[src/common/modem_pkg.sv]
// Purpose: shared constants of the modem control and status block
// Assumes: eight-bit register port, three address bits
// Notes:   offsets index the register port directly

package modem_pkg;

    // register port
    localparam int ADDR_W = 3;
    localparam int DATA_W = 8;
    localparam int DIV_W  = 16;

    // register offsets
    localparam logic [2:0] OFF_DIV_LOW      = 3'h0;
    localparam logic [2:0] OFF_DIV_HIGH     = 3'h1;
    localparam logic [2:0] OFF_INT_ENABLE   = 3'h2;
    localparam logic [2:0] OFF_INT_STATUS   = 3'h3;
    localparam logic [2:0] OFF_MODEM_CTRL   = 3'h4;
    localparam logic [2:0] OFF_MODEM_STATUS = 3'h6;

    // modem control fields
    localparam int MCR_TERM_READY = 0;
    localparam int MCR_REQ_SEND   = 1;
    localparam int MCR_OUT_A      = 2;
    localparam int MCR_OUT_B      = 3;
    localparam int MCR_LOOP       = 4;

    // interrupt enable fields
    localparam int IER_MODEM = 3;

    // modem status fields
    localparam int MSR_RING_EDGE  = 2;
    localparam int MSR_CARRIER_CH = 3;
    localparam int MSR_RING       = 6;
    localparam int MSR_CARRIER    = 7;

    // writable bits and reset values
    localparam logic [7:0]  MCR_WRITE_MASK = 8'h1f;
    localparam logic [7:0]  IER_WRITE_MASK = 8'h0f;
    localparam logic [7:0]  MCR_RESET      = 8'h00;
    localparam logic [7:0]  IER_RESET      = 8'h00;
    localparam logic [7:0]  DIV_BYTE_RESET = 8'h00;
    localparam logic [7:0]  READ_IDLE      = 8'h00;

    // interrupt status codes
    localparam logic [7:0]  INT_NONE  = 8'h01;
    localparam logic [7:0]  INT_MODEM = 8'h00;

    // idle level of the active-low pins
    localparam logic        PIN_IDLE = 1'b1;

endpackage : modem_pkg

[src/common/modem_if.sv]
// Purpose: signals between the core and its divider and status tracker
// Assumes: all ends on sys_clk
// Notes:   flags are sticky until clearFlags

`timescale 1ns/1ps

interface modem_if #(
    parameter int DIV_W = modem_pkg::DIV_W
);
    logic [DIV_W-1:0] divisor;
    logic             baudLevel;
    logic             ringActive;
    logic             carrierActive;
    logic             ringEdgeFlag;
    logic             carrierChgFlag;
    logic             clearFlags;

    modport core (
        output divisor,
        output clearFlags,
        input  baudLevel,
        input  ringActive,
        input  carrierActive,
        input  ringEdgeFlag,
        input  carrierChgFlag
    );

    modport divider (
        input  divisor,
        output baudLevel
    );

    modport tracker (
        input  clearFlags,
        output ringActive,
        output carrierActive,
        output ringEdgeFlag,
        output carrierChgFlag
    );
endinterface : modem_if

[src/design/baud_divider.sv]
// Purpose: divides sys_clk by the programmed divisor
// Assumes: divisor stable while counting
// Notes:   divisor zero stops the output low

`timescale 1ns/1ps

module baud_divider #(
    parameter int DIV_W = modem_pkg::DIV_W
) (
    // clock and reset
    input  wire logic sys_clk,
    input  wire logic reset,
    // divisor in, baud level out
    modem_if.divider  bd
);

    typedef struct packed {
        logic [DIV_W-1:0] count;
        logic             level;
    } div_s;

    div_s q;
    div_s d;
    logic [DIV_W-1:0] half;

    always_comb begin
        d    = q;
        half = (bd.divisor >> 1) + {{(DIV_W-1){1'b0}}, bd.divisor[0]};
        if (bd.divisor == '0) begin
            d.count = '0;
            d.level = 1'b0;
        end else begin
            if ((q.count + DIV_W'(1)) >= bd.divisor) begin
                d.count = '0;
            end else begin
                d.count = q.count + DIV_W'(1);
            end
            // one period every divisor clocks, high for the first half
            d.level = (d.count < half);
        end
    end

    always_ff @(posedge sys_clk or posedge reset) begin
        if (reset) begin
            q <= '0;
        end else begin
            q <= d;
        end
    end

    assign bd.baudLevel = q.level;

endmodule : baud_divider

[src/design/modem_status_tracker.sv]
// Purpose: synchronises ring and carrier pins and keeps change flags
// Assumes: pins idle high
// Notes:   a change in the clearing cycle still sets its flag

`timescale 1ns/1ps

module modem_status_tracker (
    // clock and reset
    input  wire logic sys_clk,
    input  wire logic reset,
    // modem pins, active low
    input  wire logic ringInN,
    input  wire logic carrierInN,
    // status towards the core
    modem_if.tracker  st
);

    typedef struct packed {
        logic ringMeta;
        logic ringSync;
        logic ringLast;
        logic carMeta;
        logic carSync;
        logic carLast;
        logic ringEdge;
        logic carChg;
    } trk_s;

    trk_s q;
    trk_s d;
    logic ringRise;
    logic carToggle;

    always_comb begin
        d          = q;
        d.ringMeta = ringInN;
        d.ringSync = q.ringMeta;
        d.ringLast = q.ringSync;
        d.carMeta  = carrierInN;
        d.carSync  = q.carMeta;
        d.carLast  = q.carSync;
        ringRise   = q.ringSync & ~q.ringLast;
        carToggle  = q.carSync ^ q.carLast;
        d.ringEdge = ringRise | (q.ringEdge & ~st.clearFlags);
        d.carChg   = carToggle | (q.carChg & ~st.clearFlags);
    end

    // pins reset to idle so release gives no false edge
    always_ff @(posedge sys_clk or posedge reset) begin
        if (reset) begin
            q <= '{ringMeta: modem_pkg::PIN_IDLE, ringSync: modem_pkg::PIN_IDLE,
                   ringLast: modem_pkg::PIN_IDLE, carMeta: modem_pkg::PIN_IDLE,
                   carSync: modem_pkg::PIN_IDLE, carLast: modem_pkg::PIN_IDLE,
                   ringEdge: 1'b0, carChg: 1'b0};
        end else begin
            q <= d;
        end
    end

    assign st.ringActive     = ~q.ringSync;
    assign st.carrierActive  = ~q.carSync;
    assign st.ringEdgeFlag   = q.ringEdge;
    assign st.carrierChgFlag = q.carChg;

endmodule : modem_status_tracker

[src/design/modem_control_status.sv]
// Purpose: modem control outputs, modem status, interrupt and baud clock
// Assumes: master reset pin is asynchronous to sys_clk
// Notes:   read data stand one cycle after the read strobe
//
// Operation
// - request-to-send pin low while control bit 1 is set.
// - master reset drives request-to-send high.
// - baud output runs at reference clock over the 16-bit divisor.
// - general output A low while control bit 2 is set.
// - master reset drives general output A high.
// - loopback holds general output A high.
// - general output B low while control bit 3 is set.
// - master reset drives general output B high.
// - loopback holds general output B high.
// - ring indicator condition reads in status bit 6.
// - status bit 2 set when ring input rose since last read.
// - ring rise with enable bit 3 raises an interrupt.
// - carrier detect condition reads in status bit 7.
// - status bit 3 set on any carrier change since last read.
// - carrier detect never affects receiving, only status and interrupt.
// - carrier change with modem interrupt enabled raises an interrupt.
// - terminal-ready pin low while control bit 0 set, else high.
// - master reset clears the whole modem control register.
// - interrupt output high while enabled condition pending, cleared on service.

`timescale 1ns/1ps

module modem_control_status #(
    parameter int DIV_W = modem_pkg::DIV_W
) (
    // clock and reset
    input  wire logic                          sys_clk,
    input  wire logic                          reset,

    // register port
    input  wire logic [modem_pkg::ADDR_W-1:0]  regAddr,
    input  wire logic [modem_pkg::DATA_W-1:0]  regWrData,
    input  wire logic                          regWrite,
    input  wire logic                          regRead,
    output logic      [modem_pkg::DATA_W-1:0]  regRdData,

    // master reset pin
    input  wire logic                          masterResetIn,

    // modem inputs, active low
    input  wire logic                          ringInN,
    input  wire logic                          carrierInN,

    // modem outputs, active low
    output logic                               dataTermReadyN,
    output logic                               reqToSendN,
    output logic                               generalOutputAN,
    output logic                               generalOutputBN,

    // baud clock and interrupt
    output logic                               baudClockOut,
    output logic                               interruptRequestOut
);

    if (DIV_W < 2 || DIV_W > 2 * modem_pkg::DATA_W) begin : g_check
        $error("DIV_W must lie between 2 and twice the data width");
    end

    typedef struct packed {
        logic                          mrMeta;
        logic                          mrSync;
        logic [modem_pkg::DATA_W-1:0]  modem_control_reg;
        logic [modem_pkg::DATA_W-1:0]  interrupt_enable_reg;
        logic [modem_pkg::DATA_W-1:0]  divLow;
        logic [modem_pkg::DATA_W-1:0]  divHigh;
        logic [modem_pkg::DATA_W-1:0]  rdData;
        logic                          dtrN;
        logic                          rtsN;
        logic                          outAN;
        logic                          outBN;
        logic                          irq;
    } core_s;

    core_s q;
    core_s d;

    modem_if #(.DIV_W(DIV_W)) link ();

    baud_divider #(.DIV_W(DIV_W)) u_divider (
        .sys_clk (sys_clk),
        .reset   (reset),
        .bd      (link.divider)
    );

    modem_status_tracker u_tracker (
        .sys_clk    (sys_clk),
        .reset      (reset),
        .ringInN    (ringInN),
        .carrierInN (carrierInN),
        .st         (link.tracker)
    );

    // true when a strobe addresses the given offset
    function automatic logic hits(
        input logic                          strobe,
        input logic [modem_pkg::ADDR_W-1:0]  addr,
        input logic [modem_pkg::ADDR_W-1:0]  off
    );
        hits = strobe && (addr == off);
    endfunction : hits

    // carrier change and ring edge share one modem status cause
    function automatic logic modemPending(
        input logic [modem_pkg::DATA_W-1:0]  interrupt_enable_reg,
        input logic                          ringEdge,
        input logic                          carChg
    );
        modemPending = interrupt_enable_reg[modem_pkg::IER_MODEM] & (ringEdge | carChg);
    endfunction : modemPending

    logic [modem_pkg::DATA_W-1:0] statusWord;
    logic                         pending;

    // status snapshot taken before the read clears the flags
    always_comb begin
        statusWord = '0;
        statusWord[modem_pkg::MSR_RING]       = link.ringActive;
        statusWord[modem_pkg::MSR_RING_EDGE]  = link.ringEdgeFlag;
        // carrier goes to status and interrupt only, no receive path
        statusWord[modem_pkg::MSR_CARRIER]    = link.carrierActive;
        statusWord[modem_pkg::MSR_CARRIER_CH] = link.carrierChgFlag;
    end

    assign pending = modemPending(q.interrupt_enable_reg, link.ringEdgeFlag, link.carrierChgFlag);

    always_comb begin
        d        = q;
        d.mrMeta = masterResetIn;
        d.mrSync = q.mrMeta;
        d.rdData = modem_pkg::READ_IDLE;

        // register writes
        if (regWrite) begin
            case (regAddr)
                modem_pkg::OFF_DIV_LOW: begin
                    d.divLow = regWrData;
                end
                modem_pkg::OFF_DIV_HIGH: begin
                    d.divHigh = regWrData;
                end
                modem_pkg::OFF_INT_ENABLE: begin
                    d.interrupt_enable_reg = regWrData & modem_pkg::IER_WRITE_MASK;
                end
                modem_pkg::OFF_MODEM_CTRL: begin
                    d.modem_control_reg = regWrData & modem_pkg::MCR_WRITE_MASK;
                end
                default: begin
                    d.modem_control_reg = q.modem_control_reg;
                end
            endcase
        end

        // register reads, unmapped offsets answer zero
        if (regRead) begin
            case (regAddr)
                modem_pkg::OFF_DIV_LOW: begin
                    d.rdData = q.divLow;
                end
                modem_pkg::OFF_DIV_HIGH: begin
                    d.rdData = q.divHigh;
                end
                modem_pkg::OFF_INT_ENABLE: begin
                    d.rdData = q.interrupt_enable_reg;
                end
                modem_pkg::OFF_INT_STATUS: begin
                    d.rdData = pending ? modem_pkg::INT_MODEM : modem_pkg::INT_NONE;
                end
                modem_pkg::OFF_MODEM_CTRL: begin
                    d.rdData = q.modem_control_reg;
                end
                modem_pkg::OFF_MODEM_STATUS: begin
                    d.rdData = statusWord;
                end
                default: begin
                    d.rdData = modem_pkg::READ_IDLE;
                end
            endcase
        end

        // master reset wins over a write in the same cycle
        if (q.mrSync) begin
            d.modem_control_reg = modem_pkg::MCR_RESET;
            d.interrupt_enable_reg = modem_pkg::IER_RESET;
        end

        // pins follow the next control value, so reset lands at once
        d.dtrN  = ~d.modem_control_reg[modem_pkg::MCR_TERM_READY];
        d.rtsN  = ~d.modem_control_reg[modem_pkg::MCR_REQ_SEND];
        d.outAN = ~(d.modem_control_reg[modem_pkg::MCR_OUT_A] & ~d.modem_control_reg[modem_pkg::MCR_LOOP]);
        d.outBN = ~(d.modem_control_reg[modem_pkg::MCR_OUT_B] & ~d.modem_control_reg[modem_pkg::MCR_LOOP]);

        // drops with the flag clear that a status read or reset causes
        d.irq = modemPending(d.interrupt_enable_reg, link.ringEdgeFlag, link.carrierChgFlag) &
                ~link.clearFlags;
    end

    // flags clear on a status read and on master reset
    assign link.clearFlags = hits(regRead, regAddr, modem_pkg::OFF_MODEM_STATUS)
                             | q.mrSync;

    assign link.divisor = DIV_W'({q.divHigh, q.divLow});

    always_ff @(posedge sys_clk or posedge reset) begin
        if (reset) begin
            q <= '{mrMeta: 1'b0, mrSync: 1'b0,
                   modem_control_reg: modem_pkg::MCR_RESET, interrupt_enable_reg: modem_pkg::IER_RESET,
                   divLow: modem_pkg::DIV_BYTE_RESET,
                   divHigh: modem_pkg::DIV_BYTE_RESET,
                   rdData: modem_pkg::READ_IDLE,
                   dtrN: modem_pkg::PIN_IDLE, rtsN: modem_pkg::PIN_IDLE,
                   outAN: modem_pkg::PIN_IDLE, outBN: modem_pkg::PIN_IDLE,
                   irq: 1'b0};
        end else begin
            q <= d;
        end
    end

    assign regRdData           = q.rdData;
    assign dataTermReadyN      = q.dtrN;
    assign reqToSendN          = q.rtsN;
    assign generalOutputAN     = q.outAN;
    assign generalOutputBN     = q.outBN;
    assign baudClockOut        = link.baudLevel;
    assign interruptRequestOut = q.irq;

endmodule : modem_control_status

[config.mk]
export PLATFORM = sky130hd
export DESIGN_NAME = modem_control_status
export DESIGN_NICKNAME = d
export VERILOG_FILES = /design/src/common/modem_pkg.sv /design/src/common/modem_if.sv /design/src/design/baud_divider.sv /design/src/design/modem_status_tracker.sv /design/src/design/modem_control_status.sv
export SDC_FILE = /design/constraint.sdc
export NUM_CORES = 1
export LEC_CHECK = 0
export ABC_CLOCK_PERIOD_IN_PS = 3950
export BUFFER_PORTS_ARGS = -buffer_cell sky130_fd_sc_hd__buf_2
export CAP_MARGIN = 20
export CORE_AREA = 2 2 108 131
export CTS_CLUSTER_SIZE = 28
export DETAILED_ROUTE_END_ITERATION = 10
export DIE_AREA = 0 0 110 133
export GPL_TIMING_DRIVEN = 0
export PLACE_DENSITY = 0.51
export RECOVER_POWER = 100
export SYNTH_ARGS = -nofsm -noshare
export SYNTH_HDL_FRONTEND = slang
export SYNTH_SLANG_ARGS = --single-unit
[constraint.sdc]
create_clock -name sys_clk -period 3.95 [get_ports sys_clk]
set_input_delay 0.1975 -clock sys_clk [delete_from_list [all_inputs] [get_ports sys_clk]]
set_output_delay 0.1975 -clock sys_clk [all_outputs]
set_load 0.03 [all_outputs]
==> impl_results.md <==
- Status: finished with violations
- Failing checks: capacitance limit, slew limit
- # DRC: 0
- Nets: between 500 and 600
- Power density over the cells: between 400 and 500 nW/um^2
- CTS Buffer Depth: 2
- Port Buffers: 31
- Syn_area_per_cell: 9.53 sq um
- CTS tree: done
- Leak: between 2 and 2.5 nW
- Final setup viols: 0
- Int Pwr: around 0.0016 W
- Slew Limit Fails: 45
- Die Wd: roughly 110 um
- Initial drt markers: 67
- R2R cell count: 16
- Antenna Nets Post-Route: 0
- Synth Flop Type: dfrtp_1
- # Max-Cap Violations: 1
- Worst-path maximum fanout: 8
- Placed cells: 614
- FFs w/ async S/R, synth: 100%
- Commonest non-fill, non-tap cells in the layout: dfrtp_1 (53), nor2_1 (42), inv_1 (36)
- Effective utilization at floorplan: 29.1%
- RSZ-0062 raised after global routing: yes
- Final period utilization: 98.5%
- Clock-pin slew on the worst setup and hold paths: 0.06 ns
- Worst Setup Start Kind: flip-flop
- Pin count of the biggest net entering global routing: 45
- Vias per std cell: between 4 and 5
- Slew HR: -53.5%
- Mapped Cells: 411
- Clk_skew: approximately 0.011 ns
- First-pass GRT wire length: roughly 16000 um
- Peak supply drop: around 0.00022 V
- Min-delay worst type: input pin to flip-flop
- Worst Setup Path Type: flip-flop to flip-flop
- Gp weighted congestion: approximately 0.85
- Worst EP required: 4.22 ns
- Avg WL per Cell: 15.2 um
- FF-to-FF End: u_divider.bd.baudLevel
- Router iterations before antenna repair: 4
- Fin Hold WS: ~0.11 ns
- Sw frac: a little over a third
- Worst Tran Pin Value: 2.30 ns
- Rows: 47
- Most common cell after layout, fill and taps aside: dfrtp_1
- Drt total wl: roughly 9900 um
- Share of cells above drive strength 1: 22.9%
- Sink Count: 65
- Antenna Cells: 0
- Worst hold endpoint: link.divisor[5]
- Syn nets: roughly 460
- Mapped Area: about 3900 sq um
- Final worst path period need: about 4 ns
- Grt total ovfl: 0
- DP HPWL: 7480 um
- Overall Global Routing Usage: 14.3%
- Sequential-to-total area share from yosys stat: 41.8%
- Crit. End Element: flip-flop
- Ranking of synthesized cells by area: dfrtp_1 (35%), ha_1 (11%), dfstp_2 (6.7%)
- Clk Latency, worst-skew pair: between 0.3 and 0.4 ns
- Die height: 133 um
- Initial antenna violation count: 0
- Synth top area share: between 30% and 40%
- I/O pin total: 32
- Number of synthesized flops with an enable pin: 0
- P_sw: 0.000886 W
- Yosys top cell by area: dfrtp_1
- Vias: a little over 3000
- Htree depth: 3
- Synth Register Bits: 65
- TritonCTS Buffers: 9
- Arrival time worst endpoint: around 4.2 ns
- CORE AREA: 13500 sq um
- Number of global-route vias before repair: between 3000 and 4000
- CTS root buffer: clkbuf_16
- Post-route non-filler standard cell count: 651
- Synth-to-Final Area Change: 27.0%
- Ys Warns: 0
- Worst Min Path Start: regWrData[5]
- Gate power share: 34.8%
- Hold Path Cell Cnt: 3
- R2R Path Start: u_divider.q[3]
- Flop-to-flop setup slack: roughly 0.061 ns
- Die ar.: 14600 sq um
- Count of final hold-check violations: 0
- Clock share of power: between 30% and 40%
- FMAX: around 260 MHz
- Sequential Power Share: a little over a third
- Netlist cell types: between 50 and 60
-- per-layer routing --
layer,vias to the layer above,wire (um),global-route usage [%]
li1,1523,-,-
met1,1475,4100,16.5
met2,56,5140,24.7
met3,18,370,3.40
met5,-,0,0
met4,0,265,6.54
-- kinds of logic after synthesis --
family	after synthesis	share of synthesized area, %
adders and majority gates	35	11.2
buffers and inverters	57	6.64
xor gates and xnor gates	28	6.26
AOI/OAI and AO/OA	62	10.2
muxes	17	4.73
and+or+nand+nor	147	19.2
DFF	65	41.8
-- layout make-up --
cell class	instances	area, sq um
sequential	65	1640
inverter	37	139
tap	171	214
multi-input combinational	289	2260
timing repair buffer	53	323
buffer	20	126
clock inverter	4	30.0
clock buffer	12	246
fill	1373	8490
-- power by group through the flow --
stage | logic, W | clock network (W) | registers [W]
2_1_floorplan | 0.000581 | 0 | 0.000833
3_3_place_gp | 0.000730 | 0 | 0.000861
3_5_place_dp | 0.000753 | 0 | 0.000865
4_1_cts | 0.000785 | 0.000772 | 0.000854
5_1_grt | 0.000984 | 0.000804 | 0.000867
6_report | 0.000853 | 0.000746 | 0.000853
-- critical path, cell delays in order, from the launching register on --
cell and delay [ns]:
dfrtp_2 0.40, and4_1 0.21, nor2b_4 0.24, nand3_2 0.12
xor2_2 0.20, inv_1 0.09, ha_4 0.28, nand4_1 0.21
nor4_4 0.42, o31ai_4 0.16, nand3_4 0.16, nor2_1 0.07
ha_1 0.31, a211oi_1 0.26, o211ai_1 0.18, a211oi_2 0.28
o311a_1 0.21
-- stage by stage --
step	total power, W	setup slack, ns	util, %	TNS, ns	instance area (sq um)
6_report	0.00245	0.0612	37.0	0	4980
2_1_floorplan	0.00141	0.373	-	0	3920
4_1_cts	0.00241	0.000654	35.2	0	4740
3_3_place_gp	0.00159	-0.501	31.8	-0.501	4290
3_5_place_dp	0.00162	-0.558	32.0	-0.558	4310
5_1_grt	0.00265	-0.112	37.0	-0.112	4980
-- worst max-delay path by stage --
stage | start | end | slack, ns | cells after the start
global placement | u_divider.q[3] | u_divider.bd.baudLevel | -0.50 | 17
CTS | u_divider.q[3] | u_divider.bd.baudLevel | 0.0007 | 17
floorplan | u_divider.q[3] | u_divider.bd.baudLevel | 0.37 | 17
detailed placement | u_divider.q[3] | u_divider.bd.baudLevel | -0.56 | 18
finish | u_divider.q[3] | u_divider.bd.baudLevel | 0.06 | 16
global route | u_divider.q[3] | u_divider.bd.baudLevel | -0.11 | 19
-- registers in the layout, summed over array words and instances, names as in the netlist --
signal / cells
u_divider.bd.baudLevel: 1
u_tracker.st.ringEdgeFlag: 1
reqToSendN: 1
regRdData: 8
u_tracker.q: 2
d: 1
u_tracker.d: 4
link.divisor: 16
generalOutputBN: 1
interruptRequestOut: 1
dataTermReadyN: 1
u_divider.q: 16
q: 10
generalOutputAN: 1
u_tracker.st.carrierChgFlag: 1
-- synthesized netlist by cell type, types with 3 or more instances --
cell type / count
clkbuf_1: 4
buf_4: 8
nor4_1: 3
o21ai_1: 9
nand3_1: 16
dfstp_2: 10
and4_1: 4
ha_1: 35
inv_1: 37
nor2b_1: 6
dfrtp_1: 55
mux2i_1: 14
a21oi_1: 9
o21ai_0: 17
a21o_1: 5
xnor2_1: 18
nor2_1: 48
buf_2: 7
and3_1: 3
nand4_1: 8
nand2_1: 34
a211oi_1: 3
nor3_1: 4
a22oi_1: 4
xor2_1: 10
and2_1: 8
-- what timing repair did --
action | 4_1_cts | 5_1_grt
pin swaps | 4 | 21
hold buffers | 4 | 0
endpoints found under the hold margin | 21 | 0
setup buffers | 4 | 12
setup endpoints to repair | 1 | 1
gates cloned | 0 | 1
resized for setup | 15 | 31
Note: power is estimated with default switching activity, not from simulation.
